File: config.mk
export PLATFORM = sky130hd
export DESIGN_NAME = dmahp_device_flat
export DESIGN_NICKNAME = d
export VERILOG_FILES = /design/src/dmahp_pkg.sv /design/src/dmahp_if.sv /design/src/dmahp_device.sv /design/src/flat_wrapper.sv
export SDC_FILE = /design/constraint.sdc
export NUM_CORES = 1
export LEC_CHECK = 0
export BUFFER_PORTS_ARGS = -buffer_cell sky130_fd_sc_hd__buf_2
export CORE_MARGIN = 1.5
export CORE_UTILIZATION = 51
export DETAILED_ROUTE_END_ITERATION = 7
export GPL_ROUTABILITY_DRIVEN = 1
export PLACE_DENSITY = 0.76
export SETUP_SLACK_MARGIN = 0.15
export SLEW_MARGIN = 20
export SYNTH_ARGS = -nofsm -noshare
export SYNTH_HDL_FRONTEND = slang
export SYNTH_SLANG_ARGS = --single-unit
File: constraint.sdc
create_clock -name ref_clk_in -period 2.4 [get_ports ref_clk_in]
set_clock_uncertainty 0.1 [all_clocks]
set_input_delay 0.12 -clock ref_clk_in [delete_from_list [all_inputs] [get_ports ref_clk_in]]
set_output_delay 0.12 -clock ref_clk_in [all_outputs]
set_load 0.05 [all_outputs]
File: src/dmahp_pkg.sv
package dmahp_pkg;

  // ------------------------------------------------------------
  // Device register block: bus placement, word index, bit fields
  // ------------------------------------------------------------
  localparam logic [17:0] CSR_BASE = 18'h3FC80;
  localparam logic [7:0] VEC_IN = 8'h60;
  localparam logic [7:0] VEC_OUT = 8'h64;
  localparam logic [1:0] OF_CSR = 2'h0;
  localparam logic [1:0] OF_DATA = 2'h1;
  localparam logic [1:0] OF_PTR = 2'h2;
  localparam logic [1:0] OF_CNT = 2'h3;
  localparam logic [2:0] IX_ICSR = {1'b0, OF_CSR};
  localparam logic [2:0] IX_IDR = {1'b0, OF_DATA};
  localparam logic [2:0] IX_IAR = {1'b0, OF_PTR};
  localparam logic [2:0] IX_ICNT = {1'b0, OF_CNT};
  localparam logic [2:0] IX_OCSR = {1'b1, OF_CSR};
  localparam logic [2:0] IX_ODR = {1'b1, OF_DATA};
  localparam logic [2:0] IX_OAR = {1'b1, OF_PTR};
  localparam logic [2:0] IX_OCNT = {1'b1, OF_CNT};
  localparam int B_GO = 0;
  localparam int B_CLR = 1;
  localparam int B_SIG = 2;
  localparam int B_FRST = 3;
  localparam int B_EXT = 4;
  localparam int B_IRQE = 6;
  localparam int B_RDY = 7;
  localparam int B_ST = 10;
  localparam int B_NMR = 14;
  localparam logic [15:0] CSR_RESET = 16'h0080;
  localparam logic [15:0] PTR_STEP = 16'h0002;
  localparam logic [15:0] CNT_STEP = 16'h0001;

  // ------------------------------------------------------------
  // Host controller APB map and host memory
  // ------------------------------------------------------------
  localparam logic [11:0] A_CMD = 12'h000;
  localparam logic [11:0] A_WDATA = 12'h004;
  localparam logic [11:0] A_RDATA = 12'h008;
  localparam logic [11:0] A_STAT = 12'h00C;
  localparam logic [11:0] A_BASE = 12'h010;
  localparam logic [11:0] A_MEM = 12'h400;
  localparam int C_WR = 8;
  localparam int C_GO = 31;
  localparam int MEM_IW = 6;
  localparam logic [17:0] MEM_LIMIT = 18'h00080;
  localparam logic [3:0] REG_TMO = 4'hF;

  typedef enum logic {MB_IDLE, MB_WAIT} dmahp_mb_t;

  function automatic logic [17:0] dmahp_reg_addr(input logic [17:0] base,
                                                 input logic [2:0] idx);
    return base + {14'h0000, idx, 1'b0};
  endfunction

endpackage

File: src/dmahp_if.sv
`timescale 1ns/1ps
interface dmahp_if;
  logic reg_sel;
  logic reg_we;
  logic [17:0] reg_addr;
  logic [15:0] reg_wdata;
  logic [15:0] reg_rdata;
  logic reg_ack;
  logic mem_req;
  logic mem_we;
  logic [17:0] mem_addr;
  logic [15:0] mem_wdata;
  logic [15:0] mem_rdata;
  logic mem_ack;
  logic mem_nmr;
  logic [1:0] irq;
  logic [7:0] irq_vec;

  modport dev (
    input reg_sel, reg_we, reg_addr, reg_wdata, mem_rdata, mem_ack, mem_nmr,
    output reg_rdata, reg_ack, mem_req, mem_we, mem_addr, mem_wdata, irq, irq_vec
  );
  modport host (
    output reg_sel, reg_we, reg_addr, reg_wdata, mem_rdata, mem_ack, mem_nmr,
    input reg_rdata, reg_ack, mem_req, mem_we, mem_addr, mem_wdata, irq, irq_vec
  );
endinterface

File: src/dmahp_device.sv
// The APB slave port and the register offsets were left to the implementer.
`timescale 1ns/1ps
// Overview of operation
// RULE_01: Eight registers contiguous at switch-set base
// RULE_02: Host loads pointer, negated count, then go
// RULE_03: Data moves only after front-end request
// RULE_04: Inbound go clears ready, starts transfer
// RULE_05: Inbound clear bit resets inbound channel
// RULE_06: Inbound done flag, interrupt, clear on read
// RULE_07: Bits four, five extend DMA address
// RULE_08: Interrupt enable gates interrupt requests
// RULE_09: Ready while idle; config writes only then
// RULE_10: Writing ready during DMA stops it
// RULE_11: Inbound buffer flag, cleared on read
// RULE_12: Front-end halt state readable
// RULE_13: Four front-end status flags read-only
// RULE_14: Unanswered DMA address sets no-memory flag
// RULE_15: Error bit is OR of errors
// RULE_16: Outbound go clears ready, starts transfer
// RULE_17: Outbound clear bit resets outbound channel
// RULE_18: Outbound reserved bit never set, reads zero
// RULE_19: Outbound bit three restarts front-end processor
// RULE_20: Outbound buffer-empty flag only in DMA
// RULE_21: Four host flags to front end
// RULE_22: Word streams carry multiplexing messages untouched
// RULE_23: Default base and interrupt vectors
// RULE_24: Step pointer and count, finish at zero
module dmahp_device
  import dmahp_pkg::*;
#(
  parameter logic [17:0] BASE_ADDR = CSR_BASE
) (
  input wire logic ref_clk_in,
  input wire logic rst_in,
  dmahp_if.dev bus,
  input wire logic fe_rx_req_in,
  input wire logic fe_rx_valid_in,
  input wire logic [15:0] fe_rx_data_in,
  output logic fe_rx_ready_out,
  input wire logic fe_tx_req_in,
  output logic fe_tx_valid_out,
  output logic [15:0] fe_tx_data_out,
  input wire logic fe_tx_ready_in,
  input wire logic frontend_cpu_halted_in,
  input wire logic [3:0] frontend_status_in,
  output logic [3:0] host_status_out,
  output logic frontend_cpu_restart_out
);
  // Index 0 is the inbound channel, index 1 the outbound one
  logic [1:0] rdy;
  logic [1:0] irqe;
  logic [1:0] nmr;
  logic [1:0] ext [2];
  logic [15:0] ptr [2];
  logic [15:0] cnt [2];
  logic rx_sig;
  logic rx_full;
  logic [15:0] rx_buf;
  dmahp_mb_t mb_state;
  logic mb_ch;
  logic take;
  logic wr;
  logic rd;
  logic [2:0] ix;
  logic [15:0] wd;
  logic [15:0] rval;
  logic rx_take;
  logic [1:0] csr_wr;
  logic [1:0] ptr_wr;
  logic [1:0] cnt_wr;
  logic [1:0] go;
  logic [1:0] clr;
  logic [1:0] stop;
  logic [1:0] busy;
  logic [1:0] ok;
  logic [1:0] err;
  logic [1:0] done;

  // ------------------------------------------------------------
  // Register decode
  // ------------------------------------------------------------
  assign ix = bus.reg_addr[3:1];
  assign wd = bus.reg_wdata;
  // RULE_01: contiguous block decode
  // RULE_23: base from switch parameter
  assign take = bus.reg_sel & ~bus.reg_ack & (bus.reg_addr == dmahp_reg_addr(BASE_ADDR, ix));
  assign wr = take & bus.reg_we;
  assign rd = take & ~bus.reg_we;
  // RULE_11: take only while in DMA
  assign rx_take = fe_rx_valid_in & fe_rx_ready_out & ~rdy[0] & ~rx_full;

  always_comb begin
    for (int c = 0; c < 2; c++) begin
      csr_wr[c] = wr && ix == {c[0], OF_CSR};
      ptr_wr[c] = wr && ix == {c[0], OF_PTR} && rdy[c];
      cnt_wr[c] = wr && ix == {c[0], OF_CNT} && rdy[c];
      // RULE_04: go when idle
      // RULE_16: outbound go likewise
      go[c] = csr_wr[c] && wd[B_GO] && rdy[c];
      // RULE_05: channel clear strobe
      // RULE_17: outbound clear strobe
      clr[c] = csr_wr[c] && wd[B_CLR];
      // RULE_10: ready write stops DMA
      stop[c] = csr_wr[c] && wd[B_RDY] && !rdy[c];
      busy[c] = mb_state == MB_WAIT && mb_ch == c[0];
      ok[c] = busy[c] && bus.mem_ack && !rdy[c];
      err[c] = busy[c] && bus.mem_nmr;
    end
    // RULE_24: end of count finishes
    done[0] = !rdy[0] && cnt[0] == 16'h0000 && !rx_full && !busy[0];
    done[1] = !rdy[1] && cnt[1] == 16'h0000 && !fe_tx_valid_out && !busy[1];
  end

  // ------------------------------------------------------------
  // Channel control, pointer and count
  // ------------------------------------------------------------
  always_ff @(posedge ref_clk_in) begin
    for (int c = 0; c < 2; c++) begin
      if (rst_in || clr[c]) begin
        rdy[c] <= CSR_RESET[B_RDY];
        irqe[c] <= 1'b0;
        nmr[c] <= 1'b0;
        ext[c] <= 2'b00;
        ptr[c] <= 16'h0000;
        cnt[c] <= 16'h0000;
      end else begin
        // RULE_09: ready falls on go, rises when idle
        if (go[c]) begin
          rdy[c] <= 1'b0;
        end else if (stop[c] || done[c] || err[c]) begin
          rdy[c] <= 1'b1;
        end
        if (csr_wr[c] && rdy[c]) begin
          // RULE_08: enable written while idle
          irqe[c] <= wd[B_IRQE];
          // RULE_07: software-only address extension
          ext[c] <= wd[B_EXT+1:B_EXT];
        end
        // RULE_14: set wins over clear
        if (err[c]) begin
          nmr[c] <= 1'b1;
        end else if (csr_wr[c] && !wd[B_NMR]) begin
          nmr[c] <= 1'b0;
        end
        // RULE_24: step per word
        if (ptr_wr[c]) begin
          ptr[c] <= wd;
        end else if (ok[c]) begin
          ptr[c] <= ptr[c] + PTR_STEP;
        end
        if (cnt_wr[c]) begin
          cnt[c] <= wd;
        end else if (ok[c]) begin
          cnt[c] <= cnt[c] + CNT_STEP;
        end
      end
    end
  end

  // ------------------------------------------------------------
  // Inbound buffer and completion flag
  // ------------------------------------------------------------
  always_ff @(posedge ref_clk_in) begin
    if (rst_in || clr[0]) begin
      rx_sig <= 1'b0;
    end else if (done[0]) begin
      // RULE_06: completion wins over read clear
      rx_sig <= 1'b1;
    end else if (rd && ix == IX_ICSR) begin
      rx_sig <= 1'b0;
    end
  end

  always_ff @(posedge ref_clk_in) begin
    if (rst_in || clr[0]) begin
      rx_full <= 1'b0;
      rx_buf <= 16'h0000;
      fe_rx_ready_out <= 1'b0;
    end else begin
      // RULE_22: words pass unaltered
      if (rx_take) begin
        rx_buf <= fe_rx_data_in;
        rx_full <= 1'b1;
      end else if (ok[0] || (rd && ix == IX_IDR)) begin
        // RULE_11: cleared on store or read
        rx_full <= 1'b0;
      end
      // RULE_03: accept only on posted request
      fe_rx_ready_out <= !rdy[0] && fe_rx_req_in && !rx_full && !rx_take
                         && cnt[0] != 16'h0000 && !stop[0];
    end
  end

  // ------------------------------------------------------------
  // Outbound buffer, host flags, front-end restart
  // ------------------------------------------------------------
  always_ff @(posedge ref_clk_in) begin
    if (rst_in || clr[1]) begin
      fe_tx_valid_out <= 1'b0;
      fe_tx_data_out <= 16'h0000;
      host_status_out <= 4'h0;
    end else begin
      // RULE_20: buffer written clears empty flag
      if (wr && ix == IX_ODR && !rdy[1]) begin
        fe_tx_data_out <= wd;
        fe_tx_valid_out <= 1'b1;
      end else if (ok[1]) begin
        fe_tx_data_out <= bus.mem_rdata;
        fe_tx_valid_out <= 1'b1;
      end else if (fe_tx_ready_in) begin
        fe_tx_valid_out <= 1'b0;
      end
      // RULE_21: host flags written while idle
      if (csr_wr[1] && rdy[1]) begin
        host_status_out <= wd[B_ST+3:B_ST];
      end
    end
  end

  always_ff @(posedge ref_clk_in) begin
    if (rst_in) begin
      frontend_cpu_restart_out <= 1'b0;
    end else begin
      // RULE_19: one-cycle restart pulse
      frontend_cpu_restart_out <= csr_wr[1] && wd[B_FRST];
    end
  end

  // ------------------------------------------------------------
  // Host memory master, one word in flight at a time
  // ------------------------------------------------------------
  always_ff @(posedge ref_clk_in) begin
    if (rst_in) begin
      mb_state <= MB_IDLE;
      mb_ch <= 1'b0;
      bus.mem_req <= 1'b0;
      bus.mem_we <= 1'b0;
      bus.mem_addr <= 18'h00000;
      bus.mem_wdata <= 16'h0000;
    end else begin
      case (mb_state)
        MB_IDLE: begin
          // RULE_03: move only with front-end request
          if (!rdy[0] && fe_rx_req_in && rx_full && !clr[0] && !stop[0]) begin
            mb_state <= MB_WAIT;
            mb_ch <= 1'b0;
            bus.mem_req <= 1'b1;
            bus.mem_we <= 1'b1;
            // RULE_07: extension bits on top
            bus.mem_addr <= {ext[0], ptr[0]};
            bus.mem_wdata <= rx_buf;
          end else if (!rdy[1] && fe_tx_req_in && !fe_tx_valid_out
                       && cnt[1] != 16'h0000 && !clr[1] && !stop[1]) begin
            mb_state <= MB_WAIT;
            mb_ch <= 1'b1;
            bus.mem_req <= 1'b1;
            bus.mem_we <= 1'b0;
            bus.mem_addr <= {ext[1], ptr[1]};
          end
        end
        MB_WAIT: begin
          if (bus.mem_ack || bus.mem_nmr) begin
            mb_state <= MB_IDLE;
            bus.mem_req <= 1'b0;
          end
        end
        default: begin
          mb_state <= MB_IDLE;
        end
      endcase
    end
  end

  // ------------------------------------------------------------
  // Register read-back and interrupt lines
  // ------------------------------------------------------------
  always_comb begin
    case (ix)
      // RULE_12: halt state
      // RULE_13: front-end flags
      // RULE_15: error is OR of errors
      IX_ICSR: rval = {nmr[0], nmr[0], frontend_status_in, frontend_cpu_halted_in,
                       rx_full & ~rdy[0], rdy[0], irqe[0], ext[0], 1'b0, rx_sig, 2'b00};
      // RULE_18: reserved bit reads zero
      IX_OCSR: rval = {nmr[1], nmr[1], host_status_out, 1'b0,
                       ~rdy[1] & ~fe_tx_valid_out, rdy[1], irqe[1], ext[1], 4'h0};
      IX_IDR: rval = rx_buf;
      IX_IAR: rval = ptr[0];
      IX_ICNT: rval = cnt[0];
      IX_ODR: rval = fe_tx_data_out;
      IX_OAR: rval = ptr[1];
      IX_OCNT: rval = cnt[1];
      default: rval = 16'h0000;
    endcase
  end

  always_ff @(posedge ref_clk_in) begin
    if (rst_in) begin
      bus.reg_ack <= 1'b0;
      bus.reg_rdata <= 16'h0000;
      bus.irq <= 2'b00;
      bus.irq_vec <= VEC_IN;
    end else begin
      bus.reg_ack <= take;
      if (take) begin
        bus.reg_rdata <= rval;
      end
      // RULE_06: completion interrupt
      // RULE_08: only while enabled
      bus.irq[0] <= rx_sig & irqe[0];
      bus.irq[1] <= rdy[1] & irqe[1];
      // RULE_23: inbound vector has priority
      bus.irq_vec <= (rx_sig & irqe[0]) ? VEC_IN : VEC_OUT;
    end
  end
endmodule // dmahp_device

File: src/flat_wrapper.sv
// flat-port wrapper written by rule: the top's interface ports become plain ports
module dmahp_device_flat import dmahp_pkg::*;
#(
  parameter logic [17:0] BASE_ADDR = CSR_BASE
)
  (ref_clk_in, rst_in, fe_rx_req_in, fe_rx_valid_in, fe_rx_data_in, fe_rx_ready_out, fe_tx_req_in, fe_tx_valid_out, fe_tx_data_out, fe_tx_ready_in, frontend_cpu_halted_in, frontend_status_in, host_status_out, frontend_cpu_restart_out, bus_reg_sel, bus_reg_we, bus_reg_addr, bus_reg_wdata, bus_mem_rdata, bus_mem_ack, bus_mem_nmr, bus_reg_rdata, bus_reg_ack, bus_mem_req, bus_mem_we, bus_mem_addr, bus_mem_wdata, bus_irq, bus_irq_vec);
  dmahp_if bus_i ();
  input wire logic ref_clk_in;
  input wire logic rst_in;
  input wire logic fe_rx_req_in;
  input wire logic fe_rx_valid_in;
  input wire logic [15:0] fe_rx_data_in;
  output logic fe_rx_ready_out;
  input wire logic fe_tx_req_in;
  output logic fe_tx_valid_out;
  output logic [15:0] fe_tx_data_out;
  input wire logic fe_tx_ready_in;
  input wire logic frontend_cpu_halted_in;
  input wire logic [3:0] frontend_status_in;
  output logic [3:0] host_status_out;
  output logic frontend_cpu_restart_out;
  input wire logic [$bits(bus_i.reg_sel)-1:0] bus_reg_sel;
  input wire logic [$bits(bus_i.reg_we)-1:0] bus_reg_we;
  input wire logic [$bits(bus_i.reg_addr)-1:0] bus_reg_addr;
  input wire logic [$bits(bus_i.reg_wdata)-1:0] bus_reg_wdata;
  input wire logic [$bits(bus_i.mem_rdata)-1:0] bus_mem_rdata;
  input wire logic [$bits(bus_i.mem_ack)-1:0] bus_mem_ack;
  input wire logic [$bits(bus_i.mem_nmr)-1:0] bus_mem_nmr;
  output wire logic [$bits(bus_i.reg_rdata)-1:0] bus_reg_rdata;
  output wire logic [$bits(bus_i.reg_ack)-1:0] bus_reg_ack;
  output wire logic [$bits(bus_i.mem_req)-1:0] bus_mem_req;
  output wire logic [$bits(bus_i.mem_we)-1:0] bus_mem_we;
  output wire logic [$bits(bus_i.mem_addr)-1:0] bus_mem_addr;
  output wire logic [$bits(bus_i.mem_wdata)-1:0] bus_mem_wdata;
  output wire logic [$bits(bus_i.irq)-1:0] bus_irq;
  output wire logic [$bits(bus_i.irq_vec)-1:0] bus_irq_vec;
  assign bus_i.reg_sel = bus_reg_sel;
  assign bus_i.reg_we = bus_reg_we;
  assign bus_i.reg_addr = bus_reg_addr;
  assign bus_i.reg_wdata = bus_reg_wdata;
  assign bus_i.mem_rdata = bus_mem_rdata;
  assign bus_i.mem_ack = bus_mem_ack;
  assign bus_i.mem_nmr = bus_mem_nmr;
  assign bus_reg_rdata = bus_i.reg_rdata;
  assign bus_reg_ack = bus_i.reg_ack;
  assign bus_mem_req = bus_i.mem_req;
  assign bus_mem_we = bus_i.mem_we;
  assign bus_mem_addr = bus_i.mem_addr;
  assign bus_mem_wdata = bus_i.mem_wdata;
  assign bus_irq = bus_i.irq;
  assign bus_irq_vec = bus_i.irq_vec;
  dmahp_device #(.BASE_ADDR(BASE_ADDR)) u_core (.ref_clk_in(ref_clk_in), .rst_in(rst_in), .bus(bus_i), .fe_rx_req_in(fe_rx_req_in), .fe_rx_valid_in(fe_rx_valid_in), .fe_rx_data_in(fe_rx_data_in), .fe_rx_ready_out(fe_rx_ready_out), .fe_tx_req_in(fe_tx_req_in), .fe_tx_valid_out(fe_tx_valid_out), .fe_tx_data_out(fe_tx_data_out), .fe_tx_ready_in(fe_tx_ready_in), .frontend_cpu_halted_in(frontend_cpu_halted_in), .frontend_status_in(frontend_status_in), .host_status_out(host_status_out), .frontend_cpu_restart_out(frontend_cpu_restart_out));
endmodule
==> run summary <==
Status - complete, no violations
Iter 0 DRT Violations - 1024
Synth top area share - 0.223
GPL Wtd Cong - 1.03
Top post-synthesis cells by area - dfxtp_1 22%, edfxtp_1 22%, mux2i_1 7.2%
Clk pwr share - 0.425
Max-Cap Viols - 0
WHS Path Cells - 4
Period utilization - 0.925
Reg2reg setup slack - 0.18 ns
Clock transition at path regs - 0.08 ns
Register-to-Register Path Depth - 5
CP max FO - 5
Largest net degree at the start of global routing - 59
Asr flop ratio synth - 0
Slew @ Worst Pin - 0.848 ns
Critical Path Sink Type - flip-flop
Fin Hold WS - 0.0504 ns
Setup CP Type - flip-flop to flip-flop
Worst path required time - 2.60 ns
Static leakage - 4.56 nW
Routed vias/inst - 6.39
Commonest cells in the netlist - 105 x dfxtp_1, 84 x nand2_1, 82 x nor2_1, 71 x a211oi_1
Initial Util - 0.523
Period minus WS final - 2.22 ns
Synth Area per Inst - 9.64 um^2
Area Overhead vs Synth - 26.0%
Max Freq - 450 MHz
Worst r2r dst - u_core.bus.reg_rdata[8]
Die height - 139 um
Vias - 9183
Unrepaired setup endpoints after global routing - yes
CTS sink count - 173
Final slew viol count - 0
Synth warnings - 0
Die area - 19300 um^2
Vias in the first global route - 8772
Pwr dens - 545 nW/um^2
Most frequent cell after synthesis - dfxtp_1
Drc violations - 0
Total Routing Usage GR - 0.339
Final nets - 1281
Row count - 49
Cell taking the most area after synthesis - dfxtp_1
CP cell instances - mux2_2, a221oi_1, a31oi_1, nor3_1, nor3_1
Yosys cell types - 65
Crit path to - u_core.bus.reg_rdata[8]
Internal power - 0.00475 W
Post-Synthesis Cell Area - 9430 um^2
Crit-path slowest cell - a221oi_1
Clock root cell - clkbuf_16
Sequential share of power - 0.484
Routed wire length per instance - 23.1 um
Number of I/O port buffers - 159
Number of buffers created by CTS - 17
Routed WL - 33200 um
Sw Ratio - 0.267
Register area share after synthesis - 0.440
CP arrival - 2.42 ns
Max clock buf depth - 2
Sw power - 0.00173 W
Ports - 167
Initial antenna violation count - 3
Ant. Diodes - 0
Worst Hold Class - input port to flip-flop
CTS HTree Levels - 4
Core ar. - 18000 um^2
Design Power - 0.00648 W
Main synth FF type - dfxtp_1
Worst R2R Start - u_core.ptr[0][8]
Crit path launch - u_core.ptr[0][8]
DP HPWL - 23200 um
Worst path max stage delay - 0.61 ns
Post-synth EDFFs - 68
Gr ovfl total - 0
Latest clock arrival within the worst-skew pair - 0.44 ns
Horiz. Die Dim - 139 um
Gate power share - 0.091
Fillers - 1448
Register bit count reported by yosys - 173
Rel. slew slack - 0.430
Post-DRT Antenna Nets - 0
Final hold violation count - 0
Max VDD drop - 548 uV
DRT Pass-1 Iters - 8
Final setup viols - 0
CP most frequent cell - nor3_1
Share of cells above drive strength 1 - 0.258
CTS tree - done
Crit start category - flip-flop
First-pass GRT wire length - 50500 um
Syn Inst Count - 978
[what timing repair did]
action,CTS,global route
buffers inserted,0,2
endpoints found under the setup margin,25,60
pin swaps,1,2
gates resized for setup,3,19
endpoints found under the hold margin,48,0
cloned,0,1
hold buffers,51,0
[stage by stage]
step | TNS (ns) | instances | util | setup slack (ns) | area [um^2]
6_report | 0 | 1436 | 0.659 | 0.180 | 11900
5_1_grt | 0 | 1436 | 0.659 | 0.0931 | 11900
4_1_cts | 0 | 1433 | 0.653 | 0.177 | 11800
3_5_place_dp | -0.170 | 1350 | 0.592 | -0.0487 | 10700
3_3_place_gp | 0 | 1350 | 0.592 | 0.0371 | 10700
2_1_floorplan | 0 | 983 | - | 0.00439 | 9480
[how the worst min path moves through the flow]
stage                           from                         endpoint  slack, ns
3_3_place_gp       fe_rx_data_in[12]                u_core.rx_buf[12]       0.26
4_1_cts                       rst_in  u_core.frontend_cpu_restart_out       0.02
3_5_place_dp        fe_rx_data_in[7]                 u_core.rx_buf[7]       0.26
6_report       frontend_status_in[0]         u_core.bus.reg_rdata[10]       0.05
2_1_floorplan           fe_rx_req_in           u_core.fe_rx_ready_out       0.15
5_1_grt                       rst_in  u_core.frontend_cpu_restart_out       0.03
[metal layers]
| metal | GRT usage | share of wire | routed length [um] |
|---|---|---|---|
| met1 | 0.452 | 0.39 | 13000 |
| met2 | 0.505 | 0.44 | 14700 |
| met3 | 0.106 | 0.12 | 4060 |
| met4 | 0.153 | 0.042 | 1380 |
| met5 | 0 | 0.00039 | 13 |
[cells by family after synthesis]
group | count (synthesis) | synth area share
muxes | 83 | 0.0985
buffers and inverters | 97 | 0.0486
and+or+nand+nor | 313 | 0.167
AOI/OAI and AO/OA | 251 | 0.188
adders and majority gates | 6 | 0.00796
DFF | 173 | 0.440
xor gates and xnor gates | 53 | 0.0492
other | 2 | 0.000797
[cell usage in the layout, fill, tap and decap left out, types with 5 or more instances in the layout]
cell type,instances
buf_2,159
dfxtp_1,104
nand2_1,83
nor2_1,81
mux2i_1,68
edfxtp_1,68
a21oi_1,63
a211oi_1,58
buf_4,55
dlygate4sd3_1,51
nand3_1,35
a22o_1,30
xor2_1,27
xnor2_1,26
a211oi_2,24
nand4_1,22
o21ai_0,21
clkbuf_16,18
inv_1,17
nor3_1,16
and3_1,10
nor2b_1,9
or3_1,9
and2_1,8
mux2_2,8
a22oi_1,8
nor4_1,7
o211ai_1,7
mux4_2,7
o22ai_1,7
conb_1,7
and4_1,6
a211o_1,6
ha_1,6
a31oi_1,5
inv_6,5
[state kept, by name (all words and copies together), names as in the netlist, 2 cells and up]
name                    count
u_core.bus.irq              2
u_core.bus.mem_addr        18
u_core.bus.mem_wdata       16
u_core.bus.reg_rdata       16
u_core.cnt                 32
u_core.ext                  4
u_core.fe_tx_data_out      16
u_core.host_status_out      4
u_core.irqe                 2
u_core.nmr                  2
u_core.ptr                 32
u_core.rdy                  2
u_core.rx_buf              16
[power groups by stage]
stage	logic (W)	clock network (W)	registers, W
4_1_cts	0.000563	0.00277	0.00313
2_1_floorplan	0.000268	0	0.00319
5_1_grt	0.000613	0.00287	0.00314
6_report	0.000587	0.00275	0.00314
3_5_place_dp	0.000497	0	0.00320
3_3_place_gp	0.000493	0	0.00320
[final cells by class]
| cell class | count | area (um^2) | share of cell area |
|---|---|---|---|
| Clock buffer | 20 | 458 | 0.0386 |
| Clock inverter | 12 | 121 | 0.0102 |
| Inverter | 17 | 63.8 | 0.00537 |
| Multi-Input combinational cell | 714 | 4990 | 0.420 |
| Sequential cell | 173 | 4150 | 0.349 |
| Tap cell | 229 | 287 | 0.0241 |
| Timing Repair Buffer | 271 | 1810 | 0.153 |
[critical path, delay by kind of cell (launching register included)]
kind / cells / cell delay (ns)
AOI/OAI and AO/OA: 2 / 0.75
DFF: 1 / 0.46
and+or+nand+nor: 2 / 0.44
muxes: 1 / 0.33
Note: power is estimated with default switching activity, not from simulation.
